**src/verilog/rtc1b_params.svh**
```systemverilog
// constants of the one-bit serial host port: bit counts, command codes, mode codes
`ifndef RTC1B_PARAMS_SVH
`define RTC1B_PARAMS_SVH

// -----------------------------------------------------------------------------
// cycle framing
// -----------------------------------------------------------------------------
`define RTC1B_ADDR_BITS 4
`define RTC1B_DATA_BITS 8
`define RTC1B_ADDR_LAST 2'h3
`define RTC1B_DATA_LAST 3'h7

// -----------------------------------------------------------------------------
// address command codes
// -----------------------------------------------------------------------------
`define RTC1B_CMD_LOAD_TIME 4'he
`define RTC1B_CMD_SNAPSHOT 4'hf

// -----------------------------------------------------------------------------
// bus mode codes and buffer sizing
// -----------------------------------------------------------------------------
`define RTC1B_MODE_STROBE_PAIR 2'h0
`define RTC1B_MODE_DIR_STROBE 2'h1
`define RTC1B_MODE_DIR_SELECT 2'h2
`define RTC1B_BUF_DEPTH 2
`define RTC1B_PIN_IDLE 4'hf

`endif

```
**src/verilog/rtc1b_pkg.sv**
```systemverilog
// types shared by the one-bit serial host port
`include "rtc1b_params.svh"

package rtc1b_pkg;

  // strapped bus timing flavour
  typedef enum logic [1:0] {
    BM_STROBE_PAIR = 2'b00,
    BM_DIR_STROBE  = 2'b01,
    BM_DIR_SELECT  = 2'b10
  } rtc1b_mode_type;

  // bit sequencer states
  typedef enum logic [1:0] {
    ST_ADDR  = 2'b00,
    ST_FETCH = 2'b01,
    ST_DATA  = 2'b10,
    ST_PUSH  = 2'b11
  } rtc1b_state_type;

  // what a finished cycle asks of the core
  typedef enum logic [1:0] {
    EV_WRITE    = 2'b00,
    EV_LOAD     = 2'b01,
    EV_SNAPSHOT = 2'b10
  } rtc1b_kind_type;

  typedef struct packed {
    rtc1b_kind_type kind;
    logic [`RTC1B_ADDR_BITS-1:0] addr;
    logic [`RTC1B_DATA_BITS-1:0] data;
  } rtc1b_evt_type;

  // filtered pin levels
  typedef struct packed {
    logic sel_n;
    logic rd_n;
    logic wr_n;
    logic line;
  } rtc1b_pins_type;

endpackage

```
**src/verilog/rtc1b_pin_sync.sv**
```systemverilog
// three-flop pin synchroniser with second/third stage agreement filter
module rtc1b_pin_sync #(
  parameter int W = 4,
  parameter logic [W-1:0] RST_VAL = '1
) (
  input wire logic clk_i,
  input wire logic rst_n_i,
  input wire logic [W-1:0] async_i,
  output logic [W-1:0] level_o
);

  logic [W-1:0] ff1_r;
  logic [W-1:0] ff2_r;
  logic [W-1:0] ff3_r;
  logic [W-1:0] level_r;

  // ff1 feeds ff2 only; a bit changes once ff2 and ff3 agree
  always_ff @(posedge clk_i or negedge rst_n_i)
  begin
    if (!rst_n_i)
    begin
      ff1_r <= RST_VAL;
      ff2_r <= RST_VAL;
      ff3_r <= RST_VAL;
      level_r <= RST_VAL;
    end
    else
    begin
      ff1_r <= async_i;
      ff2_r <= ff1_r;
      ff3_r <= ff2_r;
      level_r <= (ff2_r & ~(ff2_r ^ ff3_r)) | (level_r & (ff2_r ^ ff3_r));
    end
  end

  assign level_o = level_r;

endmodule

```
**src/verilog/rtc1b_skid_buf.sv**
```systemverilog
// small flop-based fifo with valid/ready on both sides
module rtc1b_skid_buf #(
  parameter int W = 14,
  parameter int DEPTH = 2
) (
  input wire logic clk_i,
  input wire logic rst_n_i,
  input wire logic in_valid_i,
  output logic in_ready_o,
  input wire logic [W-1:0] in_data_i,
  output logic out_valid_o,
  input wire logic out_ready_i,
  output logic [W-1:0] out_data_o
);

  localparam int PW = (DEPTH > 1) ? $clog2(DEPTH) : 1;
  localparam int CW = $clog2(DEPTH + 1);
  localparam logic [CW-1:0] FULL = CW'(DEPTH);

  logic [W-1:0] mem_r [DEPTH];
  logic [PW-1:0] wr_ptr_r;
  logic [PW-1:0] rd_ptr_r;
  logic [CW-1:0] count_r;
  logic push;
  logic pop;

  function automatic logic [PW-1:0] ptr_step(input logic [PW-1:0] p);
    ptr_step = (p == PW'(DEPTH - 1)) ? '0 : PW'(p + 1'b1);
  endfunction

  // honest flags: ready drops only when every entry is taken
  assign in_ready_o = (count_r != FULL);
  assign out_valid_o = (count_r != '0);
  assign push = in_valid_i && in_ready_o;
  assign pop = out_valid_o && out_ready_i;
  assign out_data_o = mem_r[rd_ptr_r];

  // storage
  always_ff @(posedge clk_i)
  begin
    if (push)
      mem_r[wr_ptr_r] <= in_data_i;
  end

  // pointers and fill level
  always_ff @(posedge clk_i or negedge rst_n_i)
  begin
    if (!rst_n_i)
    begin
      wr_ptr_r <= '0;
      rd_ptr_r <= '0;
      count_r <= '0;
    end
    else
    begin
      if (push)
        wr_ptr_r <= ptr_step(wr_ptr_r);
      if (pop)
        rd_ptr_r <= ptr_step(rd_ptr_r);
      if (push && !pop)
        count_r <= count_r + 1'b1;
      else if (pop && !push)
        count_r <= count_r - 1'b1;
    end
  end

endmodule

```
**src/verilog/rtc1b_serial_port.sv**
```systemverilog
// one-bit bus serial host port: pin framing, bit sequencer, cycle decode
//
// Functional notes
// - strobes count only while device select is low
// - strobe-pair mode: each read or store strobe with select moves one bit
// - direction mode: bus strobe plus select frame a bit, direction picks way
// - select-only mode: read strobe tied to select, select alone frames bits
// - all address and data bits travel on one bidirectional serial line
// - a three-wire serial master can drive the same bit protocol
// - three cycle kinds: read data, write data, address-only command
// - every cycle opens with four written address bits
// - a read while awaiting the first address bit starts nothing
// - data cycles are four address bits then eight data bits
// - the four address bits pick the location the data bits use
// - a command cycle ends after four address bits
// - store strobe pin is write strobe or direction input by mode
// - write bit active while both asserted, captured at first deassert
// - line driven only while read strobe and select both asserted; the drive trails the filtered read window by one cycle
// - address bits go least significant first
// - data bits go least significant first; eighth bit ends the cycle
// - after fourth address bit, codes e and f end cycle and run a copy
`include "rtc1b_params.svh"

module rtc1b_serial_port #(
  parameter int BUF_DEPTH = `RTC1B_BUF_DEPTH
) (
  input wire logic clk_i,
  input wire logic rst_n_i,
  input wire rtc1b_pkg::rtc1b_mode_type bus_mode_i,
  input wire logic device_select_n_i,
  input wire logic read_strobe_n_i,
  input wire logic store_strobe_n_i,
  input wire logic serial_line_i,
  output logic serial_line_o,
  output logic serial_line_oe_o,
  output logic [`RTC1B_ADDR_BITS-1:0] ram_rd_addr_o,
  input wire logic [`RTC1B_DATA_BITS-1:0] ram_rd_data_i,
  output logic evt_valid_o,
  input wire logic evt_ready_i,
  output rtc1b_pkg::rtc1b_evt_type evt_o,
  output logic stall_o
);

  // ---------------------------------------------------------------------------
  // declarations
  // ---------------------------------------------------------------------------
  localparam int EVT_W = $bits(rtc1b_pkg::rtc1b_evt_type);

  // filtered pins and sequencer state
  rtc1b_pkg::rtc1b_pins_type pins;
  rtc1b_pkg::rtc1b_state_type st_r;
  rtc1b_pkg::rtc1b_state_type st_nxt;
  rtc1b_pkg::rtc1b_evt_type evt_r;
  rtc1b_pkg::rtc1b_evt_type evt_nxt;
  logic [2:0] bit_cnt_r;
  logic [2:0] bit_cnt_nxt;
  // shift registers for the cycle in progress
  logic [`RTC1B_ADDR_BITS-1:0] addr_r;
  logic [`RTC1B_ADDR_BITS-1:0] addr_full;
  logic [`RTC1B_DATA_BITS-1:0] data_r;
  logic wrote_r;
  logic wbit_r;
  // window levels and their closing edges
  logic rd_act;
  logic wr_act;
  logic rd_act_r;
  logic wr_act_r;
  logic rd_done;
  logic wr_done;
  // line drive and buffer handshake
  logic line_r;
  logic oe_r;
  logic buf_in_ready;
  logic [EVT_W-1:0] buf_out;

  // ---------------------------------------------------------------------------
  // pin conditioning
  // ---------------------------------------------------------------------------
  // all four pins are asynchronous to clk_i, so each passes the filter
  rtc1b_pin_sync #(
    .W(4),
    .RST_VAL(`RTC1B_PIN_IDLE)
  ) u_pin_sync (
    .clk_i(clk_i),
    .rst_n_i(rst_n_i),
    .async_i({device_select_n_i, read_strobe_n_i, store_strobe_n_i, serial_line_i}),
    .level_o(pins)
  );

  // ---------------------------------------------------------------------------
  // strobe decode per bus mode
  // ---------------------------------------------------------------------------
  // a three-wire serial master fits the select-only mode: its strobe drives
  // select, the store pin gives direction and the line carries data
  // read transfer window for the strapped mode
  function automatic logic read_window(input rtc1b_pkg::rtc1b_mode_type m,
                                       input rtc1b_pkg::rtc1b_pins_type p);
    logic sel;
    sel = !p.sel_n;
    case (m)
      rtc1b_pkg::BM_STROBE_PAIR: read_window = sel && !p.rd_n;
      rtc1b_pkg::BM_DIR_STROBE: read_window = sel && !p.rd_n && p.wr_n;
      rtc1b_pkg::BM_DIR_SELECT: read_window = sel && p.wr_n;
      default: read_window = 1'b0;
    endcase
  endfunction

  // write transfer window for the strapped mode
  function automatic logic write_window(input rtc1b_pkg::rtc1b_mode_type m,
                                        input rtc1b_pkg::rtc1b_pins_type p);
    logic sel;
    sel = !p.sel_n;
    case (m)
      rtc1b_pkg::BM_STROBE_PAIR: write_window = sel && !p.wr_n;
      rtc1b_pkg::BM_DIR_STROBE: write_window = sel && !p.rd_n && !p.wr_n;
      rtc1b_pkg::BM_DIR_SELECT: write_window = sel && !p.wr_n;
      default: write_window = 1'b0;
    endcase
  endfunction

  // select gates every window, so strobes alone never count
  assign rd_act = read_window(bus_mode_i, pins);
  assign wr_act = write_window(bus_mode_i, pins);

  // ---------------------------------------------------------------------------
  // transfer edges
  // ---------------------------------------------------------------------------
  // a bit is done when its window closes, whichever pin lets go first;
  // a window shorter than two clocks never shows up here, since ff2 and ff3 must agree, so
  // the host must hold each strobe for several clocks
  always_ff @(posedge clk_i or negedge rst_n_i)
  begin
    if (!rst_n_i)
    begin
      rd_act_r <= 1'b0;
      wr_act_r <= 1'b0;
    end
    else
    begin
      rd_act_r <= rd_act;
      wr_act_r <= wr_act;
    end
  end

  // while parked on a full buffer the sequencer ignores the pins
  assign rd_done = rd_act_r && !rd_act && (st_r != rtc1b_pkg::ST_PUSH);
  assign wr_done = wr_act_r && !wr_act && (st_r != rtc1b_pkg::ST_PUSH);

  // last line level seen inside the write window; hold time covers the close
  always_ff @(posedge clk_i or negedge rst_n_i)
  begin
    if (!rst_n_i)
      wbit_r <= 1'b0;
    else if (wr_act)
      wbit_r <= pins.line;
  end

  // ---------------------------------------------------------------------------
  // address decode
  // ---------------------------------------------------------------------------
  // the last address bit still sits in wbit_r when its window closes, so the
  // complete address is formed here rather than read back a cycle later
  function automatic logic [`RTC1B_ADDR_BITS-1:0] full_addr(input logic last_bit,
    input logic [`RTC1B_ADDR_BITS-1:0] a);
    full_addr = {last_bit, a[`RTC1B_ADDR_BITS-2:0]};
  endfunction

  assign addr_full = full_addr(wbit_r, addr_r);

  // ---------------------------------------------------------------------------
  // bit sequencer
  // ---------------------------------------------------------------------------
  // next state, bit position and pending event
  // limitation: a window that closes in the fetch cycle or while parked in
  // push is dropped, so hosts must keep their bits well apart
  always_comb
  begin
    st_nxt = st_r;
    bit_cnt_nxt = bit_cnt_r;
    evt_nxt = evt_r;
    case (st_r)
      rtc1b_pkg::ST_ADDR:
      begin
        if (wr_done)
        begin
          if (bit_cnt_r[1:0] == `RTC1B_ADDR_LAST)
          begin
            bit_cnt_nxt = 3'h0;
            evt_nxt.addr = addr_full;
            evt_nxt.data = 8'h00;
            if (addr_full == `RTC1B_CMD_LOAD_TIME)
            begin
              evt_nxt.kind = rtc1b_pkg::EV_LOAD;
              st_nxt = rtc1b_pkg::ST_PUSH;
            end
            else if (addr_full == `RTC1B_CMD_SNAPSHOT)
            begin
              evt_nxt.kind = rtc1b_pkg::EV_SNAPSHOT;
              st_nxt = rtc1b_pkg::ST_PUSH;
            end
            else
              st_nxt = rtc1b_pkg::ST_FETCH;
          end
          else
            bit_cnt_nxt = bit_cnt_r + 3'h1;
        end
        else if (rd_done && bit_cnt_r != 3'h0)
          bit_cnt_nxt = 3'h0;
        // a read at bit zero leaves everything as it is
      end
      // one cycle for the ram byte to land in data_r
      rtc1b_pkg::ST_FETCH:
        st_nxt = rtc1b_pkg::ST_DATA;
      rtc1b_pkg::ST_DATA:
      begin
        if (wr_done || rd_done)
        begin
          if (bit_cnt_r == `RTC1B_DATA_LAST)
          begin
            bit_cnt_nxt = 3'h0;
            evt_nxt.kind = rtc1b_pkg::EV_WRITE;
            evt_nxt.addr = addr_r;
            // reads keep the fetched bits, writes have replaced theirs
            evt_nxt.data = {wr_done ? wbit_r : data_r[7], data_r[6:0]};
            if (wr_done || wrote_r)
              st_nxt = rtc1b_pkg::ST_PUSH;
            else
              st_nxt = rtc1b_pkg::ST_ADDR;
          end
          else
            bit_cnt_nxt = bit_cnt_r + 3'h1;
        end
      end
      rtc1b_pkg::ST_PUSH:
      begin
        // the push is taken in this very cycle when the buffer has room
        if (buf_in_ready)
          st_nxt = rtc1b_pkg::ST_ADDR;
      end
      default:
        st_nxt = rtc1b_pkg::ST_ADDR;
    endcase
  end

  // state, position and event registers
  always_ff @(posedge clk_i or negedge rst_n_i)
  begin
    if (!rst_n_i)
    begin
      st_r <= rtc1b_pkg::ST_ADDR;
      bit_cnt_r <= 3'h0;
      evt_r <= '0;
    end
    else
    begin
      st_r <= st_nxt;
      bit_cnt_r <= bit_cnt_nxt;
      evt_r <= evt_nxt;
    end
  end

  // ---------------------------------------------------------------------------
  // address and data shift
  // ---------------------------------------------------------------------------
  // address assembles lsb first at the bit position
  always_ff @(posedge clk_i or negedge rst_n_i)
  begin
    if (!rst_n_i)
      addr_r <= 4'h0;
    else if (st_r == rtc1b_pkg::ST_ADDR && wr_done)
      addr_r[bit_cnt_r[1:0]] <= wbit_r;
  end

  // fetch loads the location once, then bits are read or replaced in place
  always_ff @(posedge clk_i or negedge rst_n_i)
  begin
    if (!rst_n_i)
    begin
      data_r <= 8'h00;
      wrote_r <= 1'b0;
    end
    else if (st_r == rtc1b_pkg::ST_FETCH)
    begin
      data_r <= ram_rd_data_i;
      wrote_r <= 1'b0;
    end
    else if (st_r == rtc1b_pkg::ST_DATA && wr_done)
    begin
      data_r[bit_cnt_r] <= wbit_r;
      wrote_r <= 1'b1;
    end
  end

  // read port address straight from the assembled address
  assign ram_rd_addr_o = addr_r;

  // ---------------------------------------------------------------------------
  // serial line drive
  // ---------------------------------------------------------------------------
  // registered drive; releases a few cycles after the window closes
  // the release trails the window by the filter depth plus this register,
  // so a host must leave a gap before it drives the line itself
  always_ff @(posedge clk_i or negedge rst_n_i)
  begin
    if (!rst_n_i)
    begin
      line_r <= 1'b0;
      oe_r <= 1'b0;
    end
    else
    begin
      line_r <= data_r[bit_cnt_r];
      oe_r <= rd_act;
    end
  end

  assign serial_line_o = line_r;
  assign serial_line_oe_o = oe_r;

  // ---------------------------------------------------------------------------
  // event buffer toward the core
  // ---------------------------------------------------------------------------
  // the core may stall; the sequencer then waits in the push state
  // two entries let the core skip a cycle without holding up the host
  rtc1b_skid_buf #(
    .W(EVT_W),
    .DEPTH(BUF_DEPTH)
  ) u_evt_buf (
    .clk_i(clk_i),
    .rst_n_i(rst_n_i),
    .in_valid_i(st_r == rtc1b_pkg::ST_PUSH),
    .in_ready_o(buf_in_ready),
    .in_data_i(evt_r),
    .out_valid_o(evt_valid_o),
    .out_ready_i(evt_ready_i),
    .out_data_o(buf_out)
  );

  assign evt_o = rtc1b_pkg::rtc1b_evt_type'(buf_out);

  // host bits arriving during a stall are lost, so flag it
  assign stall_o = (st_r == rtc1b_pkg::ST_PUSH) && !buf_in_ready;

endmodule

```
**config.mk**
```make
export PLATFORM = sky130hd
export DESIGN_NAME = rtc1b_serial_port
export DESIGN_NICKNAME = d
export VERILOG_FILES = /design/src/verilog/rtc1b_pkg.sv /design/src/verilog/rtc1b_pin_sync.sv /design/src/verilog/rtc1b_skid_buf.sv /design/src/verilog/rtc1b_serial_port.sv
export VERILOG_INCLUDE_DIRS = /design/src /design/src/verilog
export SDC_FILE = /design/constraint.sdc
export NUM_CORES = 1
export LEC_CHECK = 0
export ABC_CLOCK_PERIOD_IN_PS = 2100
export BUFFER_PORTS_ARGS = -buffer_cell sky130_fd_sc_hd__buf_2
export CORE_AREA = 3 3 129 131
export CTS_CLUSTER_SIZE = 20
export DETAILED_ROUTE_END_ITERATION = 16
export DIE_AREA = 0 0 132 134
export SLEW_MARGIN = 20
export SYNTH_ARGS = -nofsm -noshare
export SYNTH_HDL_FRONTEND = slang
export SYNTH_SLANG_ARGS = --single-unit
```
**constraint.sdc**
```tcl
create_clock -name clk_i -period 2.1 [get_ports clk_i]
set_clock_uncertainty 0.1 [all_clocks]
set_input_delay 0.105 -clock clk_i [delete_from_list [all_inputs] [get_ports clk_i]]
set_output_delay 0.105 -clock clk_i [all_outputs]
set_load 0.03 [all_outputs]
```
==> results of run 1 <==
worst paths after layout:
kind                                               start                       endpoint  slack [ns]  cells past startpoint
setup / recovery                                register          data_r[7]$_DFFE_PN0P_        0.12                      5
hold / removal                          ram_rd_data_i[1]          data_r[1]$_DFFE_PN0P_        0.02                      4
setup reg to reg                                register          data_r[7]$_DFFE_PN0P_        0.12                      5
hold reg to reg            u_pin_sync.ff1_r[1]$_DFF_PN1_  u_pin_sync.ff2_r[1]$_DFF_PN1_        0.26                      0
max in group asynchronous                        rst_n_i  u_pin_sync.ff3_r[0]$_DFF_PN1_        1.13                      3
min in group asynchronous                        rst_n_i             wr_act_r$_DFF_PN0_        0.16                      2
area by class of cell:
class | instances | area, um^2 | area share (%)
inverters | 17 | 65.1 | 1.39
flip-flops and latches | 84 | 2260 | 48.3
clock buffers | 10 | 229 | 4.89
multi-input cells | 172 | 1330 | 28.4
clock inverters | 6 | 65.1 | 1.39
well taps | 216 | 270 | 5.77
repair buffers | 68 | 459 | 9.81
registers in the layout (all words and copies together), names as in the netlist, 2 cells and up, named ones only:
signal             cells
bit_cnt_r              3
data_r                 8
evt_r                 14
ram_rd_addr_o          4
st_r                   2
u_evt_buf.count_r      2
u_evt_buf.mem_r       28
u_pin_sync.ff1_r       4
u_pin_sync.ff2_r       4
u_pin_sync.ff3_r       4
report_power, final:
part           internal [mW]  switching, mW
registers               2.07          0.331
clock network          0.920          0.604
logic                  0.750          0.931
synth_stat cells (all sizes together), types with 4 or more instances:
cell,number
edfxtp,28
nand3,9
buf,4
maj3,4
nor2,19
dfrtp,40
nand2,28
mux2i,11
a21oi,11
inv,15
clkbuf,9
o21ai,8
mux2,25
ha,11
a221o,8
dfstp,16
logic make-up (layout without fill, tap and decap cells):
group                    count (synthesis)  after routing  synth area share [%]
AO/OA/AOI/OAI                           40             40                  8.38
XOR/XNOR                                 5              5                  1.18
adder cells (fa/ha/maj)                 15             15                  4.78
buffers and inverters                   30            101                  3.67
flip-flops                              84             84                  60.9
multiplexers                            38             38                  11.9
AND/OR/NAND/NOR                         74             74                  9.26
metal layers:
metal	up-vias	wire length, um	track usage, %
li1	1148	-	-
met1	1131	3280	10.8
met2	35	3540	14.3
met3	7	237	2.48
met4	0	101	3.68
met5	-	0	0
worst reg2reg max path, stage by stage (launching register included):
cell and delay (ns):
dfstp_2 0.38, buf_4 0.14, o41ai_4 0.44, nor2_2 0.16, and3_1 0.28, a221o_1 0.36
cell usage in the layout, fill, tap and decap left out, types with 9 or more instances in the layout:
| cell | instances |
|---|---|
| ha_1 | 11 |
| nor2_1 | 18 |
| inv_1 | 15 |
| buf_2 | 38 |
| a21oi_1 | 11 |
| dfstp_2 | 16 |
| nand3_1 | 9 |
| mux2i_1 | 11 |
| dfrtp_1 | 40 |
| clkbuf_16 | 9 |
| edfxtp_1 | 28 |
| buf_4 | 17 |
| dlygate4sd3_1 | 11 |
| nand2_1 | 28 |
| mux2_2 | 24 |
timing repair:
item,4_1_cts,5_1_grt
hold endpoints to repair,28,0
cloned,0,0
hold buffers,11,0
resized for setup,1,2
pin swaps,0,1
setup buffers,0,1
endpoints found under the setup margin,1,9
==> metrics.yaml, run 1 <==
worst_setup_path:
  cp.required_ns: 2.21
  path_buf_inv: 1
  arrival_ns: 2.09
  critPathTopFamily: "compound AO/OA/AOI/OAI gates"
  cp_slowest_cell: "o41ai_4"
  path_cells: "buf_4 -> o41ai_4 -> nor2_2 -> and3_1 -> a221o_1"
  cp_max_fo: 7
  critical_path_class: "reg2reg"
  critPathLaunchType: "register"
  cp-end-kind: "register"
  cpPeakStageDelay_ns: 0.44
power_and_ir_drop:
  total_power_mw: 5.61
  powerDensity_nw_per_um2: 1200
  leakage_nw: 1.95
  ir_drop_uv: 390
logic_synthesis:
  postSynthCellCount: 286
  synth_largest_area_cell: "dfrtp_1"
  synthTopCellsByArea: "dfrtp_1 (27%), edfxtp_1 (23%), dfstp_2 (11%), mux2_2 (7.3%), ha_1 (3.7%)"
  seq_area_frac_synth_pct: 60.9
  synthFlopType: "dfrtp_1"
  syn-num-nets: 314
  synth_edf_count: 28
  async_flop_share_pct: 66.7
  syn_area_um2: 3720
  synth_top_area_share_pct: 26.9
  avgSynthCellArea_um2: 13.0
  ys_types: 46
  synth-seq-cells: 84
  ys_warn_count: 0
route:
  vias_per_cell: 4.05
  dr_total_vias: 2321
  ant_nets: 0
  wl_per_cell_um: 12.5
  drc: 0
  drt_iter0_drc: 99
  dr.pass1.iters: 4
  drt_wl_total_um: 7160
timing:
  hold_ws_ns: 0.0213
  max-slew-margin-rel_pct: 62.0
  setup_slack_ns: 0.120
  setup_viol: 0
  final_max_slew_viol_count: 0
  hold_violations: 0
  fin_crit_sh_pct: 94.3
  post-route-min-period_ns: 1.98
  fmax_mhz: 505
  tns_ns: 0
  rsz0062_at_grt: "false"
  worstMarginPinSlew_ns: 0.570
clock_tree:
  clk_pin_slew_ns: 0.06
  numCtsBuffers: 9
  clockRootBuffer: "clkbuf_16"
  cts_sinks: 84
  clock_latency_ns: 0.33
  clock_path_buffers: 2
  cts_tree: "done"
  cts.htree.levels: 3
floorplan:
  io_pins: 39
  die_width_um: 132
  start_util_pct: 23.7
  core_um2: 15700
  rows: 46
  dieHeight_um: 134
  fp.dieArea_um2: 17700
global_route:
  grt_max_degree: 39
  grtUsageTotal_pct: 8.71
  antenna_found_initial: 0
  grt-ovfl-total: 0
  first_global_vias: 2433
  grt_pass1_wl_um: 12300
placed_design:
  placedCellCount: 545
  place_congestion: 0.825
  post-dp-hpwl_um: 5300
  portBuffers: 38
  placed_area_um2: 4260
  dpl_worst_slack_ns: -0.0437
layout:
  fin_area_um2: 4680
  diodes: 0
  final_cells: 573
  area_delta_synth_final_pct: 26.0
  fillers: 1577
  fin_util_pct: 29.8
  drive_gt1_share_pct: 35.3
  finalNetCount: 380
status:
  status: "finished clean"
min_path:
  min_path_type: "in2reg"
job:
  maxCapViolations: 0
No activity file was read; power rests on OpenSTA's default activity.
==> run 2: changes to the inputs <==
--- a/config.mk
+++ b/config.mk
@@ -9,9 +9,12 @@
 export ABC_CLOCK_PERIOD_IN_PS = 2100
 export BUFFER_PORTS_ARGS = -buffer_cell sky130_fd_sc_hd__buf_2
 export CORE_AREA = 3 3 129 131
+export CTS_CLUSTER_DIAMETER = 200
 export CTS_CLUSTER_SIZE = 20
 export DETAILED_ROUTE_END_ITERATION = 16
 export DIE_AREA = 0 0 132 134
+export GPL_TIMING_DRIVEN = 0
+export PLACE_DENSITY = 0.43
 export SLEW_MARGIN = 20
 export SYNTH_ARGS = -nofsm -noshare
 export SYNTH_HDL_FRONTEND = slang
==> run 2 against run 1 <==
- combinational power up 5%
- register-to-register slack got worse by 0.06 ns
- die area unchanged
- final cell count is 0.35% higher
- core utilization increased by 0.15 points
- via count is 1.9% higher
- routed wire length up 9.5%
- sequential share of layout area fell by 0.22 points
- clock power barely moved
- flip-flop and latch count stayed put
- global-route usage grew 0.68 points
==> metrics.yaml, run 2 (synthesized netlist as in run 1, its figures left out) <==
status:
  status: "finished clean"
global_route:
  grt_max_degree: 57  # +46%
  grt-ovfl-total: 0  # unchanged
  grtUsageTotal_pct: 9.39  # +0.68 points
  grt_pass1_wl_um: 12800  # +4.0%
  first_global_vias: 2402  # -1.3%
  antenna_found_initial: 0  # unchanged
power_and_ir_drop:
  intPower_mw: 3.63  # -3.1%
  combPwrFrac_pct: 31.3  # +1.3 points
  total_power_mw: 5.63  # +0.34%
  ir_drop_uv: 474  # +21%
  p_sw_share_pct: 35.6  # +2.3 points
  pwr-share-seq_pct: 42.2  # -0.7 points
  p_switching_mw: 2.00  # +7.2%
  powerDensity_nw_per_um2: 1200  # -0.17%
  leakage_nw: 1.94  # -0.66%
  clock_power_share_pct: 26.4  # -0.8 points
layout:
  finalNetCount: 382  # +0.53%
  area_delta_synth_final_pct: 26.6
  fin_area_um2: 4710  # +0.51%
  diodes: 0  # unchanged
  final_common_cell: "dfrtp_1"
  final_cell_mix: "dfrtp_1 (39), buf_2 (37), edfxtp_1 (28), nand2_1 (27), mux2_2 (24)"
  fillers: 1598  # +1.3%
  drive_gt1_share_pct: 36.8  # +1.5 points
  regMostFlops: "u_evt_buf.mem_r"
  largest_reg_flops: 28  # unchanged
  top_regs: "u_evt_buf.mem_r: 28 flops, evt_r: 14 flops, data_r: 8 flops"
timing:
  fmax_mhz: 491  # -2.8%
  max-slew-margin-rel_pct: 49.8  # -12 points
  final_max_slew_viol_count: 0  # unchanged
  setup_viol: 0  # unchanged
  worstMarginPinSlew_ns: 0.753  # +0.182 ns
  hold_violations: 0  # unchanged
  rsz0062_at_grt: "true"
  post-route-min-period_ns: 2.04  # +0.0574 ns
  fin_crit_sh_pct: 97.0  # +2.7 points
min_path:
  min_path_type: "in2reg"
clock_tree:
  cts_tree: "done"
  numCtsBuffers: 9  # unchanged
  clockRootBuffer: "clkbuf_16"
  cts.htree.levels: 3  # unchanged
  clock_path_buffers: 2  # unchanged
  cts_sinks: 84  # unchanged
  clock_latency_ns: 0.35  # +0.02 ns
  clk_pin_slew_ns: 0.06  # about the same
floorplan:
  start_util_pct: 23.7  # unchanged
  fp.dieArea_um2: 17700  # unchanged
  io_pins: 39  # unchanged
  core_um2: 15700  # unchanged
  die_width_um: 132  # unchanged
  dieHeight_um: 134  # unchanged
  rows: 46  # unchanged
placed_design:
  placed_area_um2: 4190  # -1.6%
  portBuffers: 38  # unchanged
  place_congestion: 0.753  # -8.7%
  post-dp-hpwl_um: 5420  # +2.3%
worst_setup_path:
  critical_path_class: "reg2reg"
  crit_end: "evt_r[9]$_DFFE_PN0P_"
  r2r-end: "evt_r[9]$_DFFE_PN0P_"
  cp_slowest_cell: "o41ai_4"
  cpPeakStageDelay_ns: 0.50  # +0.06 ns
  cp-end-kind: "register"
  arrival_ns: 2.17  # +0.08 ns
  cp.required_ns: 2.23  # +0.02 ns
  critPathLaunchType: "register"
  regToRegSetupSlack_ns: 0.06  # -0.06 ns
  worst-r2r-cell-count: 6  # +1
  cp_max_fo: 10  # +3
  path_cells: "buf_4 -> o41ai_4 -> o22ai_2 -> and2b_4 -> buf_8 -> mux2_4"
route:
  vias_per_cell: 4.11  # +1.6%
  dr.pass1.iters: 4  # unchanged
  dr_total_vias: 2366  # +1.9%
  ant_nets: 0  # unchanged
  drc: 0  # unchanged
  drt_wl_total_um: 7830  # +9.5%
  wl_per_cell_um: 13.6  # +9.1%
  drt_iter0_drc: 167  # +69%
job:
  maxCapViolations: 0  # unchanged
-- run 2: timing repair --
action | CTS | global route
hold buffers | 11 | 0
pin swaps | 4 | 2
setup buffers | 8 | 1
endpoints found under the setup margin | 63 | 27
hold endpoints to repair | 50 | 0
gates cloned | 0 | 0
resized for setup | 12 | 10
-- run 2: worst max-delay path, delay by kind of cell, from the launching register on --
kind | cells | cell delay, ns
mux | 1 | 0.29
compound gates | 2 | 0.67
simple gates | 1 | 0.20
flops | 1 | 0.37
buf+inv | 2 | 0.28
-- run 2: routing by layer --
| layer | up-vias | GRT usage (%) | wire length (um) |
|---|---|---|---|
| met5 | - | 0 | 0 |
| met4 | 0 | 4.55 | 167 |
| met3 | 14 | 3.19 | 382 |
| met2 | 50 | 14.3 | 3580 |
| met1 | 1150 | 12.0 | 3700 |
| li1 | 1152 | - | - |
-- run 2: power groups by stage --
stage	Sequential, mW	Clock (mW)	Combinational, mW
CTS	2.38	1.55	1.78
detailed placement	2.40	0	1.70
global route	2.43	1.61	1.96
global placement	2.39	0	1.67
floorplan	2.34	0	1.24
finish	2.38	1.49	1.76
-- run 2: worst min-delay path by stage --
| stage | from | to | slack (ns) | depth (start not counted) |
|---|---|---|---|---|
| 5_1_grt | ram_rd_data_i[3] | data_r[3]$_DFFE_PN0P_ | 0.02 | 4 |
| 4_1_cts | ram_rd_data_i[3] | data_r[3]$_DFFE_PN0P_ | 0.001 | 4 |
| 3_3_place_gp | store_strobe_n_i | u_pin_sync.ff1_r[1]$_DFF_PN1_ | 0.11 | 1 |
| 2_1_floorplan | rst_n_i | bit_cnt_r[0]$_DFFE_PN0P_ | -0.29 | 0 |
| 6_report | ram_rd_data_i[3] | data_r[3]$_DFFE_PN0P_ | 0.01 | 4 |
| 3_5_place_dp | serial_line_i | u_pin_sync.ff1_r[0]$_DFF_PN1_ | 0.11 | 1 |
-- run 2: metrics by stage --
step	utilization, %	TNS (ns)	instances	worst slack [ns]	hold slack, ns
floorplan	-	0	286	0.0530	-0.291
global placement	26.6	-10.15	540	-0.300	0.111
detailed placement	26.7	-7.28	540	-0.325	0.111
CTS	29.8	0	574	0.0210	0.00124
global route	29.9	-0.0446	575	-0.0256	0.0224
finish	29.9	0	575	0.0623	0.0106
-- run 2: layout make-up --
cell class	count	area [um^2]	share of cell area, %
clock buffers	9	225	4.79
inverters	17	66.3	1.41
plain buffers	12	78.8	1.68
clock inverters	7	50.0	1.06
repair buffers	58	383	8.14
multi-input cells	172	1370	29.1
well taps	216	270	5.74
flip-flops and latches	84	2260	48.1
